<file path="config.mk">
export PLATFORM = sky130hd
export DESIGN_NAME = ebst_bus
export DESIGN_NICKNAME = d
export VERILOG_FILES = /design/src/ebst_sync.sv /design/src/ebst_bus.sv
export SDC_FILE = /design/constraint.sdc
export NUM_CORES = 1
export LEC_CHECK = 0
export BUFFER_PORTS_ARGS = -buffer_cell sky130_fd_sc_hd__buf_2
export CORE_AREA = 5 5 256 258
export CTS_BUF_LIST = sky130_fd_sc_hd__clkbuf_8
export DETAILED_ROUTE_END_ITERATION = 10
export DIE_AREA = 0 0 261 263
export PLACE_DENSITY = 0.55
export SLEW_MARGIN = 20
export SYNTH_ARGS = -nofsm -noshare
export SYNTH_HDL_FRONTEND = slang
export SYNTH_SLANG_ARGS = --single-unit
</file>
<file path="constraint.sdc">
create_clock -name core_clk -period 21.1 [get_ports core_clk]
set_clock_uncertainty 0.15 [all_clocks]
set_input_delay 5.275 -clock core_clk [delete_from_list [all_inputs] [get_ports core_clk]]
set_output_delay 5.275 -clock core_clk [all_outputs]
set_load 0.1 [all_outputs]
</file>
<file path="src/ebst_sync.sv">
package ebst_pkg;
    // Region control setting layout
    localparam int          CTRL_W      = 9;
    localparam int          WAIT_LSB    = 0;
    localparam int          WAIT_W      = 4;
    localparam int          PORT_LSB    = 4;
    localparam int          BURST_BIT   = 6;
    localparam int          AUTO_BIT    = 7;
    localparam int          VALID_BIT   = 8;
    // Address compare covers the upper half of the address
    localparam int          MATCH_LSB   = 16;
    localparam int          MATCH_W     = 16;
    localparam int          NUM_CS      = 8;
    localparam int          NUM_DRAM    = 2;
    localparam int          IRQ_W       = 3;
    // Transfer size code
    localparam logic [1:0]  SIZE_LONG   = 2'h0;
    localparam logic [1:0]  SIZE_BYTE   = 2'h1;
    localparam logic [1:0]  SIZE_WORD   = 2'h2;
    localparam logic [1:0]  SIZE_LINE   = 2'h3;
    // Port width code
    localparam logic [1:0]  PORT_32     = 2'h0;
    localparam logic [1:0]  PORT_8      = 2'h1;
    localparam logic [1:0]  PORT_16     = 2'h2;
    // Byte counts
    localparam logic [4:0]  BYTES_1     = 5'h01;
    localparam logic [4:0]  BYTES_2     = 5'h02;
    localparam logic [4:0]  BYTES_4     = 5'h04;
    localparam logic [4:0]  BYTES_16    = 5'h10;
    // Region index: 0-7 chip selects, 8-9 DRAM banks, 10 default memory
    localparam logic [3:0]  REG_DRAM0   = 4'h8;
    localparam logic [3:0]  REG_DEFAULT = 4'hA;
    // Reset values
    localparam logic [31:0] RST_WORD    = 32'h0000_0000;
endpackage : ebst_pkg

`timescale 1ns/10ps
module ebst_sync #(
    parameter int W = 1
) (
    input  wire logic         core_clk, // Bus clock
    input  wire logic         reset,    // Asynchronous reset, active high
    input  wire logic         clk_en,   // Freezes the stages while low
    input  wire logic [W-1:0] d,        // Asynchronous input
    output logic      [W-1:0] q         // Synchronised level
);
    logic [W-1:0] meta_q;

    always_ff @(posedge core_clk or posedge reset) begin
        if (reset) begin
            meta_q <= '1;
            q      <= '1;
        end else if (clk_en) begin
            meta_q <= d;
            q      <= meta_q;
        end
    end
endmodule : ebst_sync

</file>
<file path="src/ebst_bus.sv">
// Function
// - Bus error acknowledge aborts the current cycle immediately.
// - Error acknowledge wins over either transfer acknowledge in the same cycle.
// - Error acknowledge one clock after async acknowledge is still honoured.
// - Error acknowledge is ignored during DRAM accesses.
// - Double bus fault halts the bus until reset.
// - Bus signals use the rising edge; DRAM strobes the falling edge.
// - Interrupt level, reset input and async acknowledge are synchronised first.
// - Row strobes change on falling edges; column strobes assert on falling edges.
// - Driven transfer acknowledge is negated one clock before release.
// - Cycle length comes from slave acknowledge or programmed wait states.
// - Chip selects 0-7, then DRAM 0-1, lowest match wins, else default.
// - Default memory transfers assert no chip select or DRAM strobe.
// - Port width is taken from the matched region at cycle start.
// - Operand bytes run msb byte 0 to lsb byte 3.
// - Lsb operand byte goes to lanes 7:0, 23:16 or 31:24 by port.
// - Burst keeps the size code at operand size across narrower beats.
// - Size code follows operand with bursting, port-limited when inhibited.
// - Address bits 1:0 give byte offset and steer the data multiplexer on 32-bit ports; 16-bit uses bit 0 only, 8-bit neither.
// - Size code 00 longword, 01 byte, 10 word, 11 line.
`timescale 1ns/10ps
module ebst_bus
    import ebst_pkg::*;
(
    input  wire logic                               core_clk,               // Bus clock
    input  wire logic                               reset,                  // Async reset
    input  wire logic                               clk_en,                 // Clock enable
    input  wire logic                               req_valid,              // Start a transfer
    input  wire logic                               req_write,              // 1 write, 0 read
    input  wire logic [1:0]                         req_size,               // Operand size code
    input  wire logic [31:0]                        req_addr,               // Operand address
    input  wire logic [31:0]                        req_wdata,              // Operand, byte 0 on top
    input  wire logic                               req_fault_fetch,        // Exception fetch
    input  wire logic [31:0]                        data_in,                // Bus data lanes
    input  wire logic                               bus_error_ack_n,        // Slave error
    input  wire logic                               sync_done_ack_n,        // Sync ack
    input  wire logic                               async_done_ack_n,       // Async ack
    input  wire logic [IRQ_W-1:0]                   irq_priority_level,     // Raw levels
    input  wire logic                               reset_input,            // Raw reset pin
    input  wire logic                               ext_ack_req,            // Ack ext master
    input  wire logic [NUM_CS-1:0][MATCH_W-1:0]     select_base_address,    // CS bases
    input  wire logic [NUM_CS-1:0][MATCH_W-1:0]     select_address_mask,    // CS masks
    input  wire logic [NUM_CS-1:0][CTRL_W-1:0]      select_control_setting, // CS control
    input  wire logic [NUM_DRAM-1:0][MATCH_W-1:0]   dram_base_address,      // DRAM bases
    input  wire logic [NUM_DRAM-1:0][MATCH_W-1:0]   dram_address_mask,      // DRAM masks
    input  wire logic [NUM_DRAM-1:0][CTRL_W-1:0]    dram_control_setting,   // DRAM control
    input  wire logic [NUM_DRAM-1:0][WAIT_W-1:0]    dram_timing_setting,    // DRAM waits
    input  wire logic [CTRL_W-1:0]                  default_mem_control,    // Default ctrl
    output logic      [31:0]                        bus_addr_q,             // Address
    output logic                                    xfer_start_n_q,         // Transfer start
    output logic                                    read_write_q,           // 1 read
    output logic      [1:0]                         xfer_width_code_q,      // Size code
    output logic      [31:0]                        data_out_q,             // Write lanes
    output logic                                    data_oe_n_q,            // Low drives data
    output logic      [NUM_CS-1:0]                  chip_select_n_q,        // Chip selects
    output logic      [NUM_DRAM-1:0]                ras_n_q,                // Row strobes
    output logic      [3:0]                         cas_n_q,                // Column strobes
    output logic                                    sync_ack_out_n_q,       // Driven ack
    output logic                                    sync_ack_oe_n_q,        // Low drives ack
    output logic                                    busy_q,                 // Transfer open
    output logic                                    done_q,                 // Success pulse
    output logic                                    error_q,                // Error pulse
    output logic      [31:0]                        rd_data_q,              // Read operand
    output logic                                    halted_q,               // Halted
    output logic      [IRQ_W-1:0]                   irq_level_sync_q,       // Sync levels
    output logic                                    reset_input_sync_q      // Sync reset pin
);
    typedef enum {ST_IDLE, ST_ADDR, ST_WAIT, ST_LATE, ST_HALT} ebst_state_t;

    ebst_state_t       state_q;
    logic [3:0]        region_q;
    logic [1:0]        port_q;
    logic              burst_q;
    logic              auto_q;
    logic [WAIT_W-1:0] wait_q;
    logic [WAIT_W-1:0] wait_load_q;
    logic [1:0]        size_q;
    logic              write_q;
    logic              fetch_q;
    logic [4:0]        done_bytes_q;
    logic [31:0]       wdata_q;
    logic [1:0]        ext_phase_q;
    logic              async_ack_n;

    // Asynchronous inputs pass two stages before any use
    ebst_sync #(.W(IRQ_W + 2)) u_sync (
        .core_clk (core_clk),
        .reset    (reset),
        .clk_en   (clk_en),
        .d        ({irq_priority_level, reset_input, async_done_ack_n}),
        .q        ({irq_level_sync_q, reset_input_sync_q, async_ack_n})
    );

    logic [3:0]        hit_region;
    logic [CTRL_W-1:0] hit_ctrl;
    logic [WAIT_W-1:0] hit_wait;
    logic [MATCH_W-1:0] addr_hi;
    assign addr_hi = req_addr[MATCH_LSB +: MATCH_W];

    always_comb begin
        hit_region = REG_DEFAULT;
        hit_ctrl   = default_mem_control;
        hit_wait   = default_mem_control[WAIT_LSB +: WAIT_W];
        for (int i = NUM_DRAM - 1; i >= 0; i--) begin
            if (dram_control_setting[i][VALID_BIT] &&
                (((addr_hi ^ dram_base_address[i]) & ~dram_address_mask[i]) == '0)) begin
                hit_region = REG_DRAM0 + 4'(i);
                hit_ctrl   = dram_control_setting[i];
                hit_wait   = dram_timing_setting[i];
            end
        end
        for (int i = NUM_CS - 1; i >= 0; i--) begin
            if (select_control_setting[i][VALID_BIT] &&
                (((addr_hi ^ select_base_address[i]) & ~select_address_mask[i]) == '0)) begin
                hit_region = 4'(i);
                hit_ctrl   = select_control_setting[i];
                hit_wait   = select_control_setting[i][WAIT_LSB +: WAIT_W];
            end
        end
    end

    logic [4:0] op_bytes;
    logic [4:0] port_bytes;
    logic [4:0] beat_bytes;
    logic [1:0] lane_start;
    logic [1:0] op_first;
    logic       is_dram;
    logic       last_beat;
    logic [1:0] size_code;

    assign op_bytes   = (size_q == SIZE_BYTE) ? BYTES_1 :
                        (size_q == SIZE_WORD) ? BYTES_2 :
                        (size_q == SIZE_LONG) ? BYTES_4 : BYTES_16;
    assign port_bytes = (port_q == PORT_8)  ? BYTES_1 :
                        (port_q == PORT_16) ? BYTES_2 : BYTES_4;
    assign beat_bytes = (op_bytes < port_bytes) ? op_bytes : port_bytes;
    assign is_dram    = (region_q == REG_DRAM0) || (region_q == REG_DRAM0 + 4'h1);
    assign last_beat  = (done_bytes_q + beat_bytes) >= op_bytes;
    // Offset steers the first lane used on 32- and 16-bit ports; 8-bit always starts at lane 0
    assign lane_start = (port_q == PORT_32) ? bus_addr_q[1:0] :
                        (port_q == PORT_16) ? {1'b0, bus_addr_q[0]} : 2'h0;
    // First operand byte of this beat; a byte sits at 3, a word at 2
    assign op_first   = 2'(((op_bytes > BYTES_4) ? BYTES_4 : op_bytes) == BYTES_4 ?
                           done_bytes_q :
                           (BYTES_4 - op_bytes + done_bytes_q));

    // Size code: constant operand size with bursting, port-limited otherwise
    assign size_code  = burst_q ? size_q :
                        (port_q == PORT_8)  ? SIZE_BYTE :
                        (port_q == PORT_16 && (size_q == SIZE_LONG || size_q == SIZE_LINE)) ?
                            SIZE_WORD :
                        (port_q == PORT_32 && size_q == SIZE_LINE) ? SIZE_LONG : size_q;

    logic [31:0] wr_lanes;
    logic [3:0]  lane_on;
    logic [31:0] rd_next;

    always_comb begin
        logic [2:0] m;
        logic [1:0] idx;
        m        = 3'h0;
        idx      = 2'h0;
        wr_lanes = '0;
        lane_on  = '0;
        rd_next  = rd_data_q;
        for (int l = 0; l < 4; l++) begin
            m   = 3'(l) - {1'b0, lane_start};
            idx = op_first + m[1:0];
            if ({2'b00, m} < beat_bytes) begin
                lane_on[l]                 = 1'b1;
                wr_lanes[31 - 8*l -: 8]    = wdata_q[31 - 8*idx -: 8];
                rd_next[31 - 8*idx -: 8]   = data_in[31 - 8*l -: 8];
            end
        end
    end

    logic bus_err;
    logic wait_over;
    logic beat_ok;
    assign bus_err   = !bus_error_ack_n && !is_dram;
    assign wait_over = (wait_q == '0);
    assign beat_ok   = is_dram ? wait_over :
                       (!sync_done_ack_n || (auto_q && wait_over));

    // Cycle sequencer
    always_ff @(posedge core_clk or posedge reset) begin
        if (reset) begin
            state_q      <= ST_IDLE;
            region_q     <= REG_DEFAULT;
            port_q       <= PORT_32;
            burst_q      <= 1'b0;
            auto_q       <= 1'b0;
            wait_q       <= '0;
            wait_load_q  <= '0;
            size_q       <= SIZE_LONG;
            write_q      <= 1'b0;
            fetch_q      <= 1'b0;
            done_bytes_q <= '0;
            wdata_q      <= RST_WORD;
            bus_addr_q   <= RST_WORD;
            rd_data_q    <= RST_WORD;
            done_q       <= 1'b0;
            error_q      <= 1'b0;
        end else if (clk_en) begin
            done_q  <= 1'b0;
            error_q <= 1'b0;
            case (state_q)
                ST_IDLE: begin
                    if (req_valid) begin
                        region_q     <= hit_region;
                        port_q       <= hit_ctrl[PORT_LSB +: 2];
                        burst_q      <= hit_ctrl[BURST_BIT];
                        auto_q       <= hit_ctrl[AUTO_BIT];
                        wait_load_q  <= hit_wait;
                        size_q       <= req_size;
                        write_q      <= req_write;
                        fetch_q      <= req_fault_fetch;
                        wdata_q      <= req_wdata;
                        bus_addr_q   <= req_addr;
                        done_bytes_q <= '0;
                        state_q      <= ST_ADDR;
                    end
                end
                ST_ADDR: begin
                    wait_q  <= wait_load_q;
                    state_q <= ST_WAIT;
                end
                ST_WAIT, ST_LATE: begin
                    if (!wait_over) begin
                        wait_q <= wait_q - 1'b1;
                    end
                    if (bus_err) begin
                        if (fetch_q) begin
                            state_q <= ST_HALT;
                        end else begin
                            error_q <= 1'b1;
                            state_q <= ST_IDLE;
                        end
                    end else if (beat_ok || state_q == ST_LATE) begin
                        if (!write_q) begin
                            rd_data_q <= rd_next;
                        end
                        done_bytes_q <= done_bytes_q + beat_bytes;
                        bus_addr_q   <= bus_addr_q + {27'h000_0000, beat_bytes};
                        if (last_beat) begin
                            done_q  <= 1'b1;
                            state_q <= ST_IDLE;
                        end else begin
                            state_q <= ST_ADDR;
                        end
                    end else if (!async_ack_n && !is_dram) begin
                        // Hold one clock so a late error still wins
                        state_q <= ST_LATE;
                    end
                end
                ST_HALT: begin
                    state_q <= ST_HALT;
                end
                default: begin
                    state_q <= ST_IDLE;
                end
            endcase
        end
    end

    // Rising-edge bus outputs
    logic first_beat;
    logic cycle_open;
    assign first_beat = (done_bytes_q == '0);
    assign cycle_open = (state_q == ST_ADDR) || (state_q == ST_WAIT) || (state_q == ST_LATE);

    always_ff @(posedge core_clk or posedge reset) begin
        if (reset) begin
            xfer_start_n_q    <= 1'b1;
            read_write_q      <= 1'b1;
            xfer_width_code_q <= SIZE_LONG;
            data_out_q        <= RST_WORD;
            data_oe_n_q       <= 1'b1;
            chip_select_n_q   <= '1;
            busy_q            <= 1'b0;
            halted_q          <= 1'b0;
        end else if (clk_en) begin
            // Burst beats after the first carry no new start
            xfer_start_n_q    <= !((state_q == ST_ADDR) && (first_beat || !burst_q));
            read_write_q      <= !(cycle_open && write_q);
            xfer_width_code_q <= size_code;
            data_out_q        <= wr_lanes;
            data_oe_n_q       <= !(cycle_open && write_q);
            busy_q            <= (state_q != ST_IDLE) || req_valid;
            halted_q          <= (state_q == ST_HALT);
            for (int i = 0; i < NUM_CS; i++) begin
                chip_select_n_q[i] <= !(cycle_open && region_q == 4'(i));
            end
        end
    end

    // DRAM strobes launch on the falling edge
    always_ff @(negedge core_clk or posedge reset) begin
        if (reset) begin
            ras_n_q <= '1;
            cas_n_q <= '1;
        end else if (clk_en) begin
            for (int b = 0; b < NUM_DRAM; b++) begin
                ras_n_q[b] <= !(cycle_open && region_q == REG_DRAM0 + 4'(b));
            end
            for (int l = 0; l < 4; l++) begin
                cas_n_q[l] <= !((state_q == ST_WAIT) && is_dram && lane_on[l]);
            end
        end
    end

    // External master acknowledge: assert, negate one clock, release
    always_ff @(posedge core_clk or posedge reset) begin
        if (reset) begin
            ext_phase_q      <= 2'h0;
            sync_ack_out_n_q <= 1'b1;
            sync_ack_oe_n_q  <= 1'b1;
        end else if (clk_en) begin
            case (ext_phase_q)
                2'h0: begin
                    sync_ack_oe_n_q  <= 1'b1;
                    sync_ack_out_n_q <= 1'b1;
                    if (ext_ack_req) begin
                        sync_ack_out_n_q <= 1'b0;
                        sync_ack_oe_n_q  <= 1'b0;
                        ext_phase_q      <= 2'h1;
                    end
                end
                2'h1: begin
                    sync_ack_out_n_q <= 1'b1;
                    sync_ack_oe_n_q  <= 1'b0;
                    ext_phase_q      <= 2'h2;
                end
                default: begin
                    sync_ack_out_n_q <= 1'b1;
                    sync_ack_oe_n_q  <= 1'b1;
                    ext_phase_q      <= 2'h0;
                end
            endcase
        end
    end
endmodule : ebst_bus

</file>
---- Word-level counts from Yosys, hierarchy flattened ----
Index checks and enable logic that the tools add are counted.
storage, ports and cells
  register bits after elaboration ......... 221
  input port bits ......................... 539
  output and inout port bits .............. 125
  logic and storage cells ................. 310
operators by class
  $add $sub $neg .......................... 21
  order comparisons ....................... 7
  equal/unequal tests ..................... 30
  shifts and indexed selects .............. 12
  mux-type cells .......................... 90
  bitwise operators ....................... 32
  reduce and logical (&&, ||, !) cells .... 88
operators by type and width
  operator                 count
  $mux 32                  11
  $and 16x16->16           10
  $logic_not 16->1         10
  $not 16->16              10
  $xor 16x16->16           10
  $shift 8x34->39 const A  4
  $shiftx 39x33->8         4
  $shiftx 8x34->39         4
  $neg 32->34              4
  $bwmux 32                4
  $pmux 32 s4              1
  $mux 8                   14
  $eq 32x2->1 const B      3
  $eq 32x3->1 const B      3
  $mux 4                   20
  $pmux 32 s2              1
  $mux 5                   8
  $add 32x5->32            1
  $eq 32x1->1 const B      1
  $eq 32x4->1 const B      1
  $logic_and 1x1->1        32
  $logic_not 32->1         1
  $reduce_bool 32->1       1
  $sub 5x5->6 const A      4
  37 further kinds         118

---- Depth between registers and ports, before layout ----
  depth after elaboration ................. 20
  gate-level depth with buffers ........... 19
  depth with buffers taken out ............ 17

---- Hierarchy ----
A second synthesis with hierarchy kept.
unflattened totals
  cell total of the unflattened synthesis .. 1623
  area total of the unflattened synthesis .. 14500.2 µm²
by module, submodules not included
  module     instances  cells each  area an instance (µm²)  seq. area each (µm²)
  ebst_bus   1          1601        14072.2                 4579.4
  ebst_sync  1          22          427.9                   262.8

==> results.sh <==
export IMPL_grt_pass1_vias=15707
export IMPL_r2r_start="size_q[0]"
export IMPL_synth_flop_cell="dfrtp_1"
export IMPL_vias_per_cell=4.95
export IMPL_synth_simple_area_share_pct=17.0
export IMPL_rows=92
export IMPL_initial_utilization_pct=22.9
export IMPL_synth_top_cells_by_area="dfrtp_1 28%, xnor2_1 10%, nand2_1 7.1%"
export IMPL_maxCapViolations=0
export IMPL_place_inst=3143
export IMPL_critPathMaxFanout=31
export IMPL_muxShareOfSynthArea_pct=6.71
export IMPL_dp_hpwl_um=70900
export IMPL_design_area_um2=19000
export IMPL_clockRootBuffer="clkbuf_8"
export IMPL_drt_initial_drc_count=1569
export IMPL_crit_type="input pin to flop"
export IMPL_yosysWarnings=0
export IMPL_dieArea_um2=68600
export IMPL_hold_ws_ns=0.325
export IMPL_wl_um=85500
export IMPL_placed_area_um2=18500
export IMPL_fin_cells=3221
export IMPL_vias=15957
export IMPL_postCtsSetupBuffers=0
export IMPL_drc_errors=0
export IMPL_required_ns=10.84
export IMPL_portBuffers=654
export IMPL_clkTransAtPathRegs_ns=0.13
export IMPL_worstPathCellList="buf_2 -> inv_1 -> nor2_1 -> nand4b_1 -> o32a_1"
export IMPL_grt_pass1_wl_um=117000
export IMPL_hp_start="fetch_q"
export IMPL_detail_route_antenna_nets=0
export IMPL_syn_mean_instance_area_um2=8.32
export IMPL_final_nets=2897
export IMPL_final_max_slew_viol_count=0
export IMPL_cts_buffers=17
export IMPL_setup_slack_ns=3.50
export IMPL_worst_pin_slew_ns=1.08
export IMPL_firstDrtPassIters=5
export IMPL_cp_startpoint="clk_en"
export IMPL_cts_max_level=4
export IMPL_crit_family="buffers and inverters"
export IMPL_pwr_density_cell_nw_per_um2=211
export IMPL_critPathArrivalTime_ns=7.34
export IMPL_synth_seq_cells=192
export IMPL_cts_tree="yes"
export IMPL_slew_limit_headroom_pct=28.1
export IMPL_start_kind="input pin"
export IMPL_clk_path_buf_depth=2
export IMPL_finalSetupTns_ns=0
export IMPL_p_leak_nw=8.68
export IMPL_mostFrequentLayoutCell="buf_2"
export IMPL_rsz0062_at_grt="no"
export IMPL_yosys_area_top_type="dfrtp_1"
export IMPL_cts_hold_fix_buffers=0
export IMPL_setup_viol=0
export IMPL_seq_area_frac_synth_pct=33.7
export IMPL_clkLatencyLatePin_ns=0.53
export IMPL_synth_edf_count=0
export IMPL_post_cts_resized=0
export IMPL_grt_max_degree=85
export IMPL_synthCells=1727
export IMPL_die_h_um=263
export IMPL_synthXorXnorAreaFrac_pct=10.8
export IMPL_coreArea_um2=62700
export IMPL_slowest_delay_ns=0.47
export IMPL_hold_class="flop to flop"
export IMPL_syn_nets=2303
export IMPL_post_drt_wl_per_cell_um=26.5
export IMPL_ys_types=78
export IMPL_fp_dieW_um=261
export IMPL_slowest_stage="buf_2"
export IMPL_io_pins=664
export IMPL_dp_slack_ns=2.97
export IMPL_clock_sinks=192
export IMPL_path_buf_inv=2
export IMPL_synth_compound_area_share_pct=23.4
export IMPL_yosys_area_share_adder_pct=3.33
export IMPL_status="completed"
export IMPL_mostFrequentLayoutCells="654 x buf_2, 270 x nand2_1, 165 x xnor2_1"
export IMPL_grtUsageTotal_pct=23.8
export IMPL_end_kind="flop"
export IMPL_fin_util_pct=30.3
export IMPL_gp_congestion=0.976
export IMPL_synth_top_family_by_area="compound AO/OA/AOI/OAI gates"
export IMPL_r2r_setup_slack_ns=6.94
export IMPL_ir_drop_mv=0.155
export IMPL_hold_violations=0
export IMPL_syn2layout_area_growth_pct=32.2
export IMPL_antenna_found_initial=80
export IMPL_synthArstFlopShare_pct=100
export IMPL_synth_top_cell_area_share_pct=28.2
export IMPL_grt_remaining_overflow=0
export IMPL_synth_area_um2=14400
export IMPL_p_total_mw=4.01
export IMPL_drive_gt1_share_pct=34.3
layer usage:
| layer | share of wire (%) | global-route usage (%) |
|---|---|---|
| met3 | 9.5 | 6.56 |
| met4 | 3.5 | 9.86 |
| met2 | 50 | 41.3 |
| met5 | 0.26 | 0 |
| met1 | 36 | 27.4 |
power breakdown:
group	switching [mW]	internal (mW)
logic	2.12	0.941
clock network	0.181	0.0944
registers	0.140	0.531
total	2.44	1.57
final cells by class:
cell class | instances | area (um2)
diodes | 41 | 103
clock buffers | 17 | 234
clock inverters | 21 | 203
fillers | 6902 | 43700
inverters | 71 | 274
multi-input cells | 1357 | 8840
flip-flops and latches | 192 | 4840
well taps | 846 | 1060
repair buffers | 676 | 3440
state kept, by name (all words and copies together) (netlist names), 3 cells and up:
register and cells:
data_out_q 32, wdata_q 32, chip_select_n_q 8, wait_q 4, cas_n_q 4, u_sync.meta_q 5
region_q 4, done_bytes_q 5, rd_data_q 32, bus_addr_q 32, state_q 3, wait_load_q 4
u_sync.q 5
synth_stat cells, types with 30 or more instances:
| cell | number |
|---|---|
| nand2_1 | 270 |
| xnor2_1 | 165 |
| dfrtp_1 | 162 |
| o22ai_1 | 131 |
| nor2_1 | 121 |
| a21oi_1 | 83 |
| o21ai_0 | 77 |
| inv_1 | 72 |
| clkbuf_1 | 69 |
| mux2i_1 | 57 |
| a31oi_1 | 44 |
| nand3_1 | 42 |
| a21o_1 | 38 |
| ha_1 | 35 |
| mux2_2 | 35 |
| dfstp_2 | 30 |
kinds of logic after synthesis:
group,Yosys count
fa+ha+maj,37
mux,92
simple gates,549
buf+inv,178
compound gates,506
flops,192
other cells,1
xor+xnor,172
final timing paths:
kind / to / cells past startpoint
setup / recovery: cas_n_q[1] / 5
hold / removal: error_q / 1
setup reg to reg: cas_n_q[2] / 10
hold reg to reg: error_q / 1
max in group asynchronous: cas_n_q[0] / 2
min in group asynchronous: bus_addr_q[8] / 2
(Power assumes the default switching activity.)
